## config.mk

```make
export PLATFORM = sky130hd
export DESIGN_NAME = fepc_codec
export DESIGN_NICKNAME = d
export VERILOG_FILES = /design/src/hw/fepc_pkg.sv /design/src/hw/fepc_lfsr.sv /design/src/hw/fepc_codec.sv
export VERILOG_INCLUDE_DIRS = /design/src /design/src/hw
export SDC_FILE = /design/constraint.sdc
export NUM_CORES = 1
export LEC_CHECK = 0
export ABC_CLOCK_PERIOD_IN_PS = 2400
export BUFFER_PORTS_ARGS = -buffer_cell sky130_fd_sc_hd__buf_2
export CAP_MARGIN = 20
export CORE_MARGIN = 2
export CORE_UTILIZATION = 60
export CTS_CLUSTER_DIAMETER = 200
export CTS_CLUSTER_SIZE = 10
export DETAILED_ROUTE_END_ITERATION = 8
export GPL_TIMING_DRIVEN = 0
export PLACE_DENSITY_LB_ADDON = 0.2
export SKIP_LAST_GASP = 1
export SYNTH_ARGS = -nofsm -noshare
export SYNTH_HDL_FRONTEND = slang
export SYNTH_SLANG_ARGS = --single-unit
export TNS_END_PERCENT = 1
```

## constraint.sdc

```tcl
create_clock -name clk -period 2.4 [get_ports clk]
set_input_delay 0.48 -clock clk [delete_from_list [all_inputs] [get_ports clk]]
set_output_delay 0.48 -clock clk [all_outputs]
set_load 0.02 [all_outputs]
```

## src/hw/fepc_map.svh

```systemverilog
// fast ethernet pcs codec: code-groups, nibbles and timing counts
`ifndef FEPC_MAP_SVH
`define FEPC_MAP_SVH

// ===================================================================
// code-groups, five bits, sent left bit first
`define FEPC_CG_IDLE 5'h1F
`define FEPC_CG_SSD1 5'h18
`define FEPC_CG_SSD2 5'h11
`define FEPC_CG_ESD1 5'h0D
`define FEPC_CG_ESD2 5'h07
`define FEPC_CG_TXERR 5'h04
`define FEPC_CG_SLEEP 5'h00

// ===================================================================
// nibbles driven toward the mac
`define FEPC_NIB_PREAMBLE 4'h5
`define FEPC_NIB_BADSSD 4'hE

// ===================================================================
// bit timing
`define FEPC_GROUP_LAST 3'h4
`define FEPC_CLK_PERIOD_PS 5000
`define FEPC_IDLE_WINDOW_NS 40000
`define FEPC_IDLE_WINDOW_CYC \
   ((`FEPC_IDLE_WINDOW_NS * 1000) / `FEPC_CLK_PERIOD_PS)
`define FEPC_IDLE_RUN_BITS 4'hA
`define FEPC_LOCK_MATCHES 6'h1E

// ===================================================================
// lfsr taps, x^11 + x^9 + 1
`define FEPC_LFSR_W 11
`define FEPC_TAP_HI 10
`define FEPC_TAP_LO 8

`endif

```

## src/hw/fepc_pkg.sv

```systemverilog
// fast ethernet pcs codec: state and level types
package fepc_pkg;

   typedef enum logic [3:0] {
      TX_IDLE = 4'h1,
      TX_SSD = 4'h2,
      TX_DATA = 4'h4,
      TX_ESD = 4'h8
   } fepc_tx_state_t;

   typedef enum logic [3:0] {
      RX_HUNT = 4'h1,
      RX_GOTJ = 4'h2,
      RX_FRAME = 4'h4,
      RX_GOTT = 4'h8
   } fepc_rx_state_t;

   typedef enum logic [3:0] {
      MLT_ZERO_UP = 4'h1,
      MLT_POS = 4'h2,
      MLT_ZERO_DN = 4'h4,
      MLT_NEG = 4'h8
   } fepc_mlt_state_t;

endpackage : fepc_pkg

```

## src/hw/fepc_lfsr.sv

```systemverilog
// fast ethernet pcs codec: key generator shared by scrambler and descrambler
`timescale 1ns/1ps
`default_nettype none
`include "fepc_map.svh"

module fepc_lfsr
   import fepc_pkg::*;
#(
   parameter int WIDTH = `FEPC_LFSR_W
) (
   // clock and reset
   input wire logic clk,
   input wire logic srst,
   // seed taken while in reset
   input wire logic [WIDTH-1:0] seed,
   // training: shift in an observed key bit instead of feedback
   input wire logic trainEn,
   input wire logic trainBit,
   // key bit for this cycle
   output logic keyBit
);

   logic [WIDTH-1:0] state;
   logic [WIDTH-1:0] next_state;

   assign keyBit = state[`FEPC_TAP_HI] ^ state[`FEPC_TAP_LO];

   always_comb begin
      next_state = {state[WIDTH-2:0], trainEn ? trainBit : keyBit};
      if (srst) begin
         next_state = seed;
      end
   end

   always_ff @(posedge clk) begin
      state <= next_state;
   end

endmodule : fepc_lfsr
`default_nettype wire

```

## src/hw/fepc_codec.sv

```systemverilog
// fast ethernet pcs codec: 4b/5b encode, scramble, mlt-3 and receive path
`timescale 1ns/1ps
`default_nettype none
`include "fepc_map.svh"

module fepc_codec
   import fepc_pkg::*;
#(
   parameter int IDLE_WINDOW_CYC = `FEPC_IDLE_WINDOW_CYC
) (
   // clock and reset
   input wire logic clk,
   input wire logic srst,
   // management address, seeds the scrambler
   input wire logic [4:0] mgmtAddr,
   // mac transmit side
   input wire logic [3:0] txd,
   input wire logic txEn,
   input wire logic txEr,
   input wire logic txLpi,
   output logic txNibbleTake,
   // line transmit side
   output logic txCodeBit,
   output logic txNrzi,
   output logic [1:0] txMlt3,
   // line receive side, recovered level
   input wire logic [1:0] rxMlt3,
   // mac receive side
   output logic [3:0] rxd,
   output logic rxDv,
   output logic rxEr,
   output logic rxCrs,
   output logic rxNibbleStb,
   output logic rxSleep,
   output logic rxLocked
);

   // ================================================================
   // code tables
   function automatic logic [4:0] encNib(input logic [3:0] n);
      logic [4:0] g;
      g = 5'h1E;
      case (n)
         4'h0: g = 5'h1E;
         4'h1: g = 5'h09;
         4'h2: g = 5'h14;
         4'h3: g = 5'h15;
         4'h4: g = 5'h0A;
         4'h5: g = 5'h0B;
         4'h6: g = 5'h0E;
         4'h7: g = 5'h0F;
         4'h8: g = 5'h12;
         4'h9: g = 5'h13;
         4'hA: g = 5'h16;
         4'hB: g = 5'h17;
         4'hC: g = 5'h1A;
         4'hD: g = 5'h1B;
         4'hE: g = 5'h1C;
         default: g = 5'h1D;
      endcase
      return g;
   endfunction : encNib

   // returns {isData, nibble}; everything else is a control or invalid
   function automatic logic [4:0] decGrp(input logic [4:0] g);
      logic [4:0] r;
      r = 5'h00;
      case (g)
         5'h1E: r = 5'h10;
         5'h09: r = 5'h11;
         5'h14: r = 5'h12;
         5'h15: r = 5'h13;
         5'h0A: r = 5'h14;
         5'h0B: r = 5'h15;
         5'h0E: r = 5'h16;
         5'h0F: r = 5'h17;
         5'h12: r = 5'h18;
         5'h13: r = 5'h19;
         5'h16: r = 5'h1A;
         5'h17: r = 5'h1B;
         5'h1A: r = 5'h1C;
         5'h1B: r = 5'h1D;
         5'h1C: r = 5'h1E;
         5'h1D: r = 5'h1F;
         default: r = 5'h00;
      endcase
      return r;
   endfunction : decGrp

   // ================================================================
   // transmit: group sequencing and serial shifter
   fepc_tx_state_t txSt, next_txSt;
   logic [2:0] txCnt, next_txCnt;
   logic [4:0] txSh, next_txSh;
   logic next_txCodeBit;
   logic next_txNrzi;
   fepc_mlt_state_t mltSt, next_mltSt;
   logic txBoundary;
   logic scrKey;

   assign txBoundary = (txCnt == `FEPC_GROUP_LAST);
   // the mac must present the next nibble only after this pulse
   assign txNibbleTake = txBoundary && txEn && (txSt != TX_ESD);

   fepc_lfsr #(.WIDTH(`FEPC_LFSR_W)) scrambler (
      .clk(clk),
      .srst(srst),
      .seed({~mgmtAddr, 1'b1, mgmtAddr}),
      .trainEn(1'b0),
      .trainBit(1'b0),
      .keyBit(scrKey)
   );

   always_comb begin
      next_txSt = txSt;
      next_txCnt = txBoundary ? 3'h0 : txCnt + 3'h1;
      next_txSh = {txSh[3:0], 1'b0};
      if (txBoundary) begin
         case (txSt)
            TX_IDLE: begin
               if (txEn) begin
                  next_txSh = `FEPC_CG_SSD1;
                  next_txSt = TX_SSD;
               end else if (txLpi) begin
                  next_txSh = `FEPC_CG_SLEEP;
               end else begin
                  next_txSh = `FEPC_CG_IDLE;
               end
            end
            TX_SSD: begin
               next_txSh = `FEPC_CG_SSD2;
               next_txSt = TX_DATA;
            end
            TX_DATA: begin
               if (!txEn) begin
                  next_txSh = `FEPC_CG_ESD1;
                  next_txSt = TX_ESD;
               end else if (txEr) begin
                  next_txSh = `FEPC_CG_TXERR;
               end else begin
                  next_txSh = encNib(txd);
               end
            end
            TX_ESD: begin
               next_txSh = `FEPC_CG_ESD2;
               next_txSt = TX_IDLE;
            end
            default: begin
               next_txSh = `FEPC_CG_IDLE;
               next_txSt = TX_IDLE;
            end
         endcase
      end
      // serial out, left bit first, scrambled per bit
      next_txCodeBit = txSh[4] ^ scrKey;
      next_txNrzi = txNrzi ^ next_txCodeBit;
      next_mltSt = mltSt;
      if (next_txCodeBit) begin
         case (mltSt)
            MLT_ZERO_UP: next_mltSt = MLT_POS;
            MLT_POS: next_mltSt = MLT_ZERO_DN;
            MLT_ZERO_DN: next_mltSt = MLT_NEG;
            MLT_NEG: next_mltSt = MLT_ZERO_UP;
            default: next_mltSt = MLT_ZERO_UP;
         endcase
      end
      if (srst) begin
         next_txSt = TX_IDLE;
         next_txCnt = 3'h0;
         next_txSh = `FEPC_CG_IDLE;
         next_txCodeBit = 1'b0;
         next_txNrzi = 1'b0;
         next_mltSt = MLT_ZERO_UP;
      end
   end

   always_ff @(posedge clk) begin
      txSt <= next_txSt;
      txCnt <= next_txCnt;
      txSh <= next_txSh;
      txCodeBit <= next_txCodeBit;
      txNrzi <= next_txNrzi;
      mltSt <= next_mltSt;
   end

   // level code: 00 zero, 01 positive, 11 negative
   assign txMlt3 = (mltSt == MLT_POS) ? 2'h1 :
                   (mltSt == MLT_NEG) ? 2'h3 : 2'h0;

   // ================================================================
   // receive: line sync, mlt-3 to code bits, descrambler lock
   logic [1:0] rxM1, rxM2, rxM3;
   logic rxBit;
   logic dsKey;
   logic plain;
   logic next_rxLocked;
   logic [5:0] matchCnt, next_matchCnt;
   logic [3:0] onesRun, next_onesRun;
   logic [31:0] idleTmr, next_idleTmr;
   logic idleSeen;
   logic lockLost;

   // any level change is a one bit
   assign rxBit = (rxM2 != rxM3);
   assign plain = rxBit ^ dsKey;

   fepc_lfsr #(.WIDTH(`FEPC_LFSR_W)) descrambler (
      .clk(clk),
      .srst(srst),
      .seed({`FEPC_LFSR_W{1'b0}}),
      .trainEn(!rxLocked),
      .trainBit(~rxBit),
      .keyBit(dsKey)
   );

   // the run counter saturates, so a long idle keeps the window open
   assign idleSeen = plain && (onesRun >= `FEPC_IDLE_RUN_BITS - 4'h1);
   assign lockLost = rxLocked &&
                     (idleTmr >= 32'(IDLE_WINDOW_CYC - 1));

   always_comb begin
      next_rxLocked = rxLocked;
      next_matchCnt = matchCnt;
      next_onesRun = onesRun;
      next_idleTmr = idleTmr;
      if (!rxLocked) begin
         // idle makes every plain bit one, so the line shows the inverted key
         next_matchCnt = (dsKey == ~rxBit) ? matchCnt + 6'h1 : 6'h0;
         if (next_matchCnt == `FEPC_LOCK_MATCHES) begin
            next_rxLocked = 1'b1;
         end
         next_idleTmr = 32'h0;
         next_onesRun = 4'h0;
      end else begin
         next_onesRun = !plain ? 4'h0 :
            (onesRun == `FEPC_IDLE_RUN_BITS) ? onesRun : onesRun + 4'h1;
         next_idleTmr = idleSeen ? 32'h0 : idleTmr + 32'h1;
         if (lockLost) begin
            next_rxLocked = 1'b0;
            next_matchCnt = 6'h0;
         end
      end
      if (srst) begin
         next_rxLocked = 1'b0;
         next_matchCnt = 6'h0;
         next_onesRun = 4'h0;
         next_idleTmr = 32'h0;
      end
   end

   always_ff @(posedge clk) begin
      rxM1 <= rxMlt3;
      rxM2 <= rxM1;
      rxM3 <= rxM2;
      rxLocked <= next_rxLocked;
      matchCnt <= next_matchCnt;
      onesRun <= next_onesRun;
      idleTmr <= next_idleTmr;
   end

   // ================================================================
   // receive: alignment and 5b/4b decode
   fepc_rx_state_t rxSt, next_rxSt;
   logic [9:0] rxWin, next_rxWin;
   logic [2:0] rxPh, next_rxPh;
   logic [3:0] pend, next_pend;
   logic [3:0] next_rxd;
   logic next_rxDv, next_rxEr, next_rxCrs, next_rxNibbleStb, next_rxSleep;
   logic idleOnce, next_idleOnce;
   logic [4:0] grp;
   logic [4:0] dec;
   logic rxBoundary;

   assign next_rxWin = {rxWin[8:0], plain};
   assign grp = next_rxWin[4:0];
   assign dec = decGrp(grp);
   assign rxBoundary = (rxPh == `FEPC_GROUP_LAST);

   always_comb begin
      next_rxSt = rxSt;
      next_rxPh = rxBoundary ? 3'h0 : rxPh + 3'h1;
      next_pend = pend;
      next_rxd = rxd;
      next_rxDv = rxDv;
      next_rxEr = rxBoundary ? 1'b0 : rxEr;
      next_rxCrs = rxCrs;
      next_rxNibbleStb = 1'b0;
      next_rxSleep = 1'b0;
      next_idleOnce = idleOnce;
      case (rxSt)
         RX_HUNT: begin
            if (rxLocked && next_rxWin == {`FEPC_CG_IDLE, `FEPC_CG_SSD1}) begin
               next_rxSt = RX_GOTJ;
               next_rxPh = 3'h0;
               next_rxCrs = 1'b1;
            end else if (rxLocked &&
                         next_rxWin == {`FEPC_CG_IDLE, `FEPC_CG_SLEEP}) begin
               next_rxSleep = 1'b1;
            end
         end
         RX_GOTJ: begin
            // idle into sleep mimics J two bits early; not a bad start
            if (next_rxWin == {`FEPC_CG_IDLE, `FEPC_CG_SLEEP}) begin
               next_rxSleep = 1'b1;
               next_rxCrs = 1'b0;
               next_rxSt = RX_HUNT;
            end else if (rxBoundary) begin
               next_rxNibbleStb = 1'b1;
               if (grp == `FEPC_CG_SSD2) begin
                  next_rxd = `FEPC_NIB_PREAMBLE;
                  next_pend = `FEPC_NIB_PREAMBLE;
                  next_rxDv = 1'b1;
                  next_idleOnce = 1'b0;
                  next_rxSt = RX_FRAME;
               end else begin
                  next_rxd = `FEPC_NIB_BADSSD;
                  next_rxEr = 1'b1;
                  next_rxCrs = 1'b0;
                  next_rxSt = RX_HUNT;
               end
            end
         end
         RX_FRAME: begin
            if (rxBoundary) begin
               next_rxNibbleStb = 1'b1;
               next_rxd = pend;
               next_idleOnce = 1'b0;
               if (dec[4]) begin
                  next_pend = dec[3:0];
               end else if (grp == `FEPC_CG_ESD1) begin
                  next_rxSt = RX_GOTT;
               end else if (grp == `FEPC_CG_IDLE && idleOnce) begin
                  next_rxDv = 1'b0;
                  next_rxCrs = 1'b0;
                  next_rxNibbleStb = 1'b0;
                  next_rxSt = RX_HUNT;
               end else begin
                  // invalid, lone R, idle or stray control
                  next_rxEr = 1'b1;
                  next_idleOnce = (grp == `FEPC_CG_IDLE);
               end
            end
         end
         RX_GOTT: begin
            if (rxBoundary) begin
               if (grp == `FEPC_CG_ESD2) begin
                  next_rxDv = 1'b0;
                  next_rxCrs = 1'b0;
                  next_rxSt = RX_HUNT;
               end else begin
                  next_rxNibbleStb = 1'b1;
                  next_rxEr = 1'b1;
                  next_rxSt = RX_FRAME;
               end
            end
         end
         default: begin
            next_rxSt = RX_HUNT;
         end
      endcase
      // a lost lock aborts the frame in progress
      if (lockLost) begin
         next_rxSt = RX_HUNT;
         next_rxDv = 1'b0;
         next_rxCrs = 1'b0;
      end
      if (srst) begin
         next_rxSt = RX_HUNT;
         next_rxPh = 3'h0;
         next_pend = 4'h0;
         next_rxd = 4'h0;
         next_rxDv = 1'b0;
         next_rxEr = 1'b0;
         next_rxCrs = 1'b0;
         next_rxSleep = 1'b0;
         next_idleOnce = 1'b0;
      end
   end

   always_ff @(posedge clk) begin
      rxSt <= next_rxSt;
      rxWin <= srst ? 10'h000 : next_rxWin;
      rxPh <= next_rxPh;
      pend <= next_pend;
      rxd <= next_rxd;
      rxDv <= next_rxDv;
      rxEr <= next_rxEr;
      rxCrs <= next_rxCrs;
      rxNibbleStb <= next_rxNibbleStb;
      rxSleep <= next_rxSleep;
      idleOnce <= next_idleOnce;
   end

endmodule : fepc_codec
`default_nettype wire

```

* Word level (Yosys, flattened, before mapping) *
Memories as Yosys holds them, arrays and structs flattened.
Index checks and enable logic that the tools add are counted.
W data, S select, Z words.

word-level totals
  bits in registers = 119
  logic and storage cells = 200
  memories = 2
  output and inout port bits = 15
  input bits = 16
  bits in read-only memories = 240

operators by class
  add/sub/neg operators = 5
  equality and inequality tests = 42
  $lt $le $gt $ge = 2
  mux-type cells = 92
  bitwise logic cells = 9
  reductions and logical operators = 21

memories
  memory           words  bits a word  rd ports  clocked after Yosys merged registers in  wr ports  line              RTL
  (no name shown)  32     5            1         0                                        0         fepc_codec.sv:68  case (g)
  (no name shown)  16     5            1         0                                        0         fepc_codec.sv:43  case (n)

operators by type and width
  kind                     count
  $mux W4                  19
  $mux W1                  45
  $add A32 B1 Y32 const B  1
  $ge A32 B13 Y1 const B   1
  $ne A2 B2 Y1 const B     13
  $mux W5                  5
  $pmux W4 S3              2
  $eq A10 B10 Y1 const B   2
  $pmux W5 S4              1
  $reduce_and A10 Y1       2
  $mux W6                  3
  $eq A4 B4 Y1 const B     4
  $pmux W4 S2              2
  $pmux W4 S4              1
  $mux W3                  5
  $eq A4 B1 Y1 const B     3
  $eq A4 B2 Y1 const B     3
  $eq A4 B3 Y1 const B     3
  $reduce_and A6 Y1        2
  $mux W11                 1
  $eq A5 B5 Y1 const B     2
  $ne A3 B3 Y1 const B     3
  $pmux W1 S3              3
  $logic_and A1 B1 Y1      7
  other kinds (26)         38

* Depth between registers and ports, before layout *
  depth after elaboration = 9
  gate-level depth with buffers = 9
  depth with buffers taken out = 8

* Modules after synthesis *
From an unflattened synthesis, not the netlist that was laid out.

unflattened totals
  cells, all modules = 626
  area, all modules = 5494.0 µm²

by module, submodules not included
  module      sequential area each (µm²)  cells each  area each (µm²)  instances
  fepc_codec  1941.9                      574         4690.7           1
  fepc_lfsr   220.2                       26          401.6            2

* Worst setup path after synthesis *
OpenSTA, ideal clock, no wires.

  path type = register to register
  from = register idleTmr[0]
  to = register rxSt[0]
  slack = 0.264 ns
  library setup time = 0.137 ns
  arrival = 1.998 ns
  stages on the path, launching flop included = 8
  path through = dfxtp_1 > ha_1 > and4_1 > a211o_1 > a311o_1 > a21o_1 > nor4bb_1 > a22oi_2

between the ends
  word-level cells in the longest chain between the ends = 3

ends and longest elaborated chain
  element                            line               RTL
  start, declared                    fepc_codec.sv:199  logic [31:0] idleTmr, next_idleTmr;
  start signal, assigned             fepc_codec.sv:258  idleTmr <= next_idleTmr;
  $ge A32 B13 Y1                     fepc_codec.sv:219  (idleTmr >= 32'(IDLE_WINDOW_CYC - 1));
  $logic_and A1 B1 Y1                fepc_codec.sv:218  assign lockLost = rxLocked &&
  $reduce_or A2 Y1 (no source line)  n/a
  end signal, assigned               fepc_codec.sv:381  rxSt <= next_rxSt;
  end, declared                      fepc_codec.sv:263  fepc_rx_state_t rxSt, next_rxSt;

No other way between the ends.
A chain may end at the register's enable or synchronous reset.

* Worst setup path after layout *
Ends and elaborated chain as after synthesis.

==> metrics.txt <==
status complete, but fails checks; failing checks setup timing; I/O Buffers 28; post-route antenna net violation count 0; final hold viol count 0; RSZ-0062 raised after global routing true; Tot Pwr about 4800 uW; commonest cells after routing, fill and taps aside 119 x dfxtp_1, 98 x nor2_1, 52 x nand2_1, 33 x o21ai_0, 30 x buf_2; die area ~9600 um^2; die height between 90 and 100 um; Overall Global Routing Usage 25.5%; H-tree depth 4; LEAKAGE around 0.0023 uW; DRT Pass-1 Iters 5; met3 routed WL slightly below 600 um; Core ar. about 8700 um^2; Slew headroom between 40 and 50%; critical path launch point type flop; Async SR Flop Fraction 0%; antenna violations before repair 0; gr ovfl total 0; Clock Sinks approximately 120; Root Buffer clkbuf_8; Worst Path Required approximately 2800 ps; fin cells 789; fin crit share 102%; Yosys reg bits approximately 120; Tmin final ~2500 ps; gpl congestion 0.920; Routed Wire Length 11.7 mm; Syn Area/Cell roughly 8.5 um^2; via count approximately 4600; # diodes 0; Cells after DPL ~760; Seq/Total Area, Yosys about 45%; setup bufs post-CTS 0; EDFF count, synth 0; WP data arrival ~2800 ps; pin count of the biggest net entering global routing 17; vias in the first global route ~4300; post-synthesis cell count ~620; TritonCTS buffer count 17; Ports 31; Max IR drop VDD between 0.5 and 0.6 mV; syn nets ~650; critical path peak fanout 7; worst min path class in -> reg; Reg clk slew, reported paths 60 ps; Netlist Area Pre-Place ~5300 um^2; max cap viols 0; fraction of layout cells with a size suffix above 1 between 10 and 15%; Layout Nets roughly 700; Hold WS 58.3 ps; Initial Util 61.4%; first-pass GRT wire length between 15 and 20 mm; most common cell after layout, fill and taps aside dfxtp_1; mean routed wirelength per cell between 10 and 15 um; Worst-Skew Late Latency around 520 ps; met2 WL between 5 and 6 mm; detail-routed via count per cell between 5 and 6; DRC Markers 0; TritonCTS clock tree done; Post-synth top flop dfxtp_1; Max Clock Freq approximately 410 MHz; Final Skew between 10 and 15 ps; die extent in x 98.2 um; final HPWL from detailed placement ~7.9 mm; Area Growth Syn to Fin 16.2%; number of core rows 34; Slew @ Worst Pin between 700 and 800 ps; setup violators final 1; DRT met1 WL just over 5 mm; Max Used Layer met4; CTS max path bufs 2; Max Transition Viols Final 0; Yosys cell types 57; Initial DRC Count about 250; Yosys Warn Count 0; PD cells 783 nW/um^2; Worst setup EP type flop; post-route setup slack -52.6 ps; WS Path Type reg -> reg
==> cell families after synthesis <==
| kind of cell | count (synthesis) | synth area share [%] |
|---|---|---|
| and+or+nand+nor | 288 | 27.3 |
| buffers and inverters | 47 | 3.50 |
| adders and majority gates | 13 | 3.05 |
| AOI/OAI and AO/OA | 103 | 12.4 |
| DFF | 119 | 44.7 |
| xor gates and xnor gates | 46 | 7.57 |
| muxes | 7 | 1.43 |
==> synth_stat cells, drive strengths merged, types with 2 or more instances <==
master | count | area (um^2)
dfxtp | 119 | 2380
nor2 | 98 | 368
nand2 | 52 | 195
o21ai | 35 | 175
a21oi | 30 | 154
xor2 | 28 | 245
clkbuf | 25 | 93.8
nand3 | 23 | 115
nor3 | 21 | 110
inv | 19 | 71.3
xnor2 | 18 | 158
nor2b | 17 | 106
ha | 13 | 163
nor4 | 10 | 62.6
and3 | 9 | 56.3
nand3b | 9 | 71.3
nand4 | 8 | 50.1
a211oi | 7 | 75.1
a31oi | 6 | 37.5
and2 | 6 | 37.5
nor4b | 6 | 58.8
a22oi | 5 | 42.5
and4 | 5 | 43.8
mux2 | 5 | 56.3
or2 | 5 | 31.3
or3 | 5 | 31.3
nand2b | 4 | 25.0
or4 | 4 | 30.0
a311oi | 3 | 26.3
buf | 3 | 21.3
o32ai | 3 | 26.3
a211o | 2 | 17.5
a32oi | 2 | 17.5
mux2i | 2 | 20.0
o221a | 2 | 22.5
or3b | 2 | 17.5
or4b | 2 | 20.0
==> worst paths after layout <==
path	start	end	slack, ps	depth (start not counted)
setup / recovery	idleTmr[0]$_SDFF_PP0_	rxSt[0]$_SDFFE_PP1P_	-50	7
hold / removal	rxMlt3[0]	rxM1[0]$_DFF_P_	60	1
setup reg to reg	idleTmr[0]$_SDFF_PP0_	rxSt[0]$_SDFFE_PP1P_	-50	7
hold reg to reg	rxM1[0]$_DFF_P_	rxM2[0]$_DFF_P_	330	0
==> metrics by stage <==
stage	instance area (um^2)	setup WS [ps]	util [%]	TNS (ps)
2_1_floorplan	5330	264	-	0
4_1_cts	6180	-34.9	71.2	-34.9
5_1_grt	6190	-110	71.3	-364
6_report	6190	-52.6	71.3	-52.6
3_3_place_gp	5600	-31.2	64.5	-31.2
3_5_place_dp	5600	-27.4	64.5	-27.4
==> power breakdown <==
part	leakage (uW)	internal (uW)	switching [uW]	total [uW]
Sequential	0.000970	2050	37.4	2080
Clock	0.000271	1550	892	2440
Combinational	0.00107	119	206	324
Total	0.00231	3710	1140	4850
==> critical path, stage by stage, from the launching register on <==
cell	delay [ps]
dfxtp_1	330
ha_1	240
and4_1	200
a211o_1	320
a311o_1	410
a21o_1	310
nor4bb_1	390
a22oi_2	130
==> per-layer routing <==
layer / vias to the layer above / GRT usage [%]
met1: 2165 / 31.5
met2: 134 / 42.8
met4: 0 / 10.5
li1: 2252 / -
met3: 21 / 6.30
met5: - / 0
==> timing repair <==
item	4_1_cts	5_1_grt
hold buffers	0	0
endpoints found under the setup margin	2	10
pin swaps	0	0
gates resized for setup	0	2
==> final cells by class <==
cell class / count / area [um^2]
clock inverter: 11 / 125
sequential: 119 / 2380
inverter: 19 / 71.3
multi-input combinational: 457 / 2770
clock buffer: 20 / 455
fill: 671 / 2490
timing repair buffer: 28 / 140
buffer: 27 / 111
tap: 108 / 135
==> sequential cells by signal, summed over array words and instances (netlist names), 2 cells and up <==
register / flops
txCnt: 3
matchCnt: 6
onesRun: 4
rxM3: 2
txSh: 5
rxM1: 2
txSt: 4
rxM2: 2
pend: 4
rxWin: 9
mltSt: 4
idleTmr: 32
descrambler.state: 11
rxSt: 4
rxPh: 3
rxd: 4
scrambler.state: 11
Power figures use the tool's default switching activity.
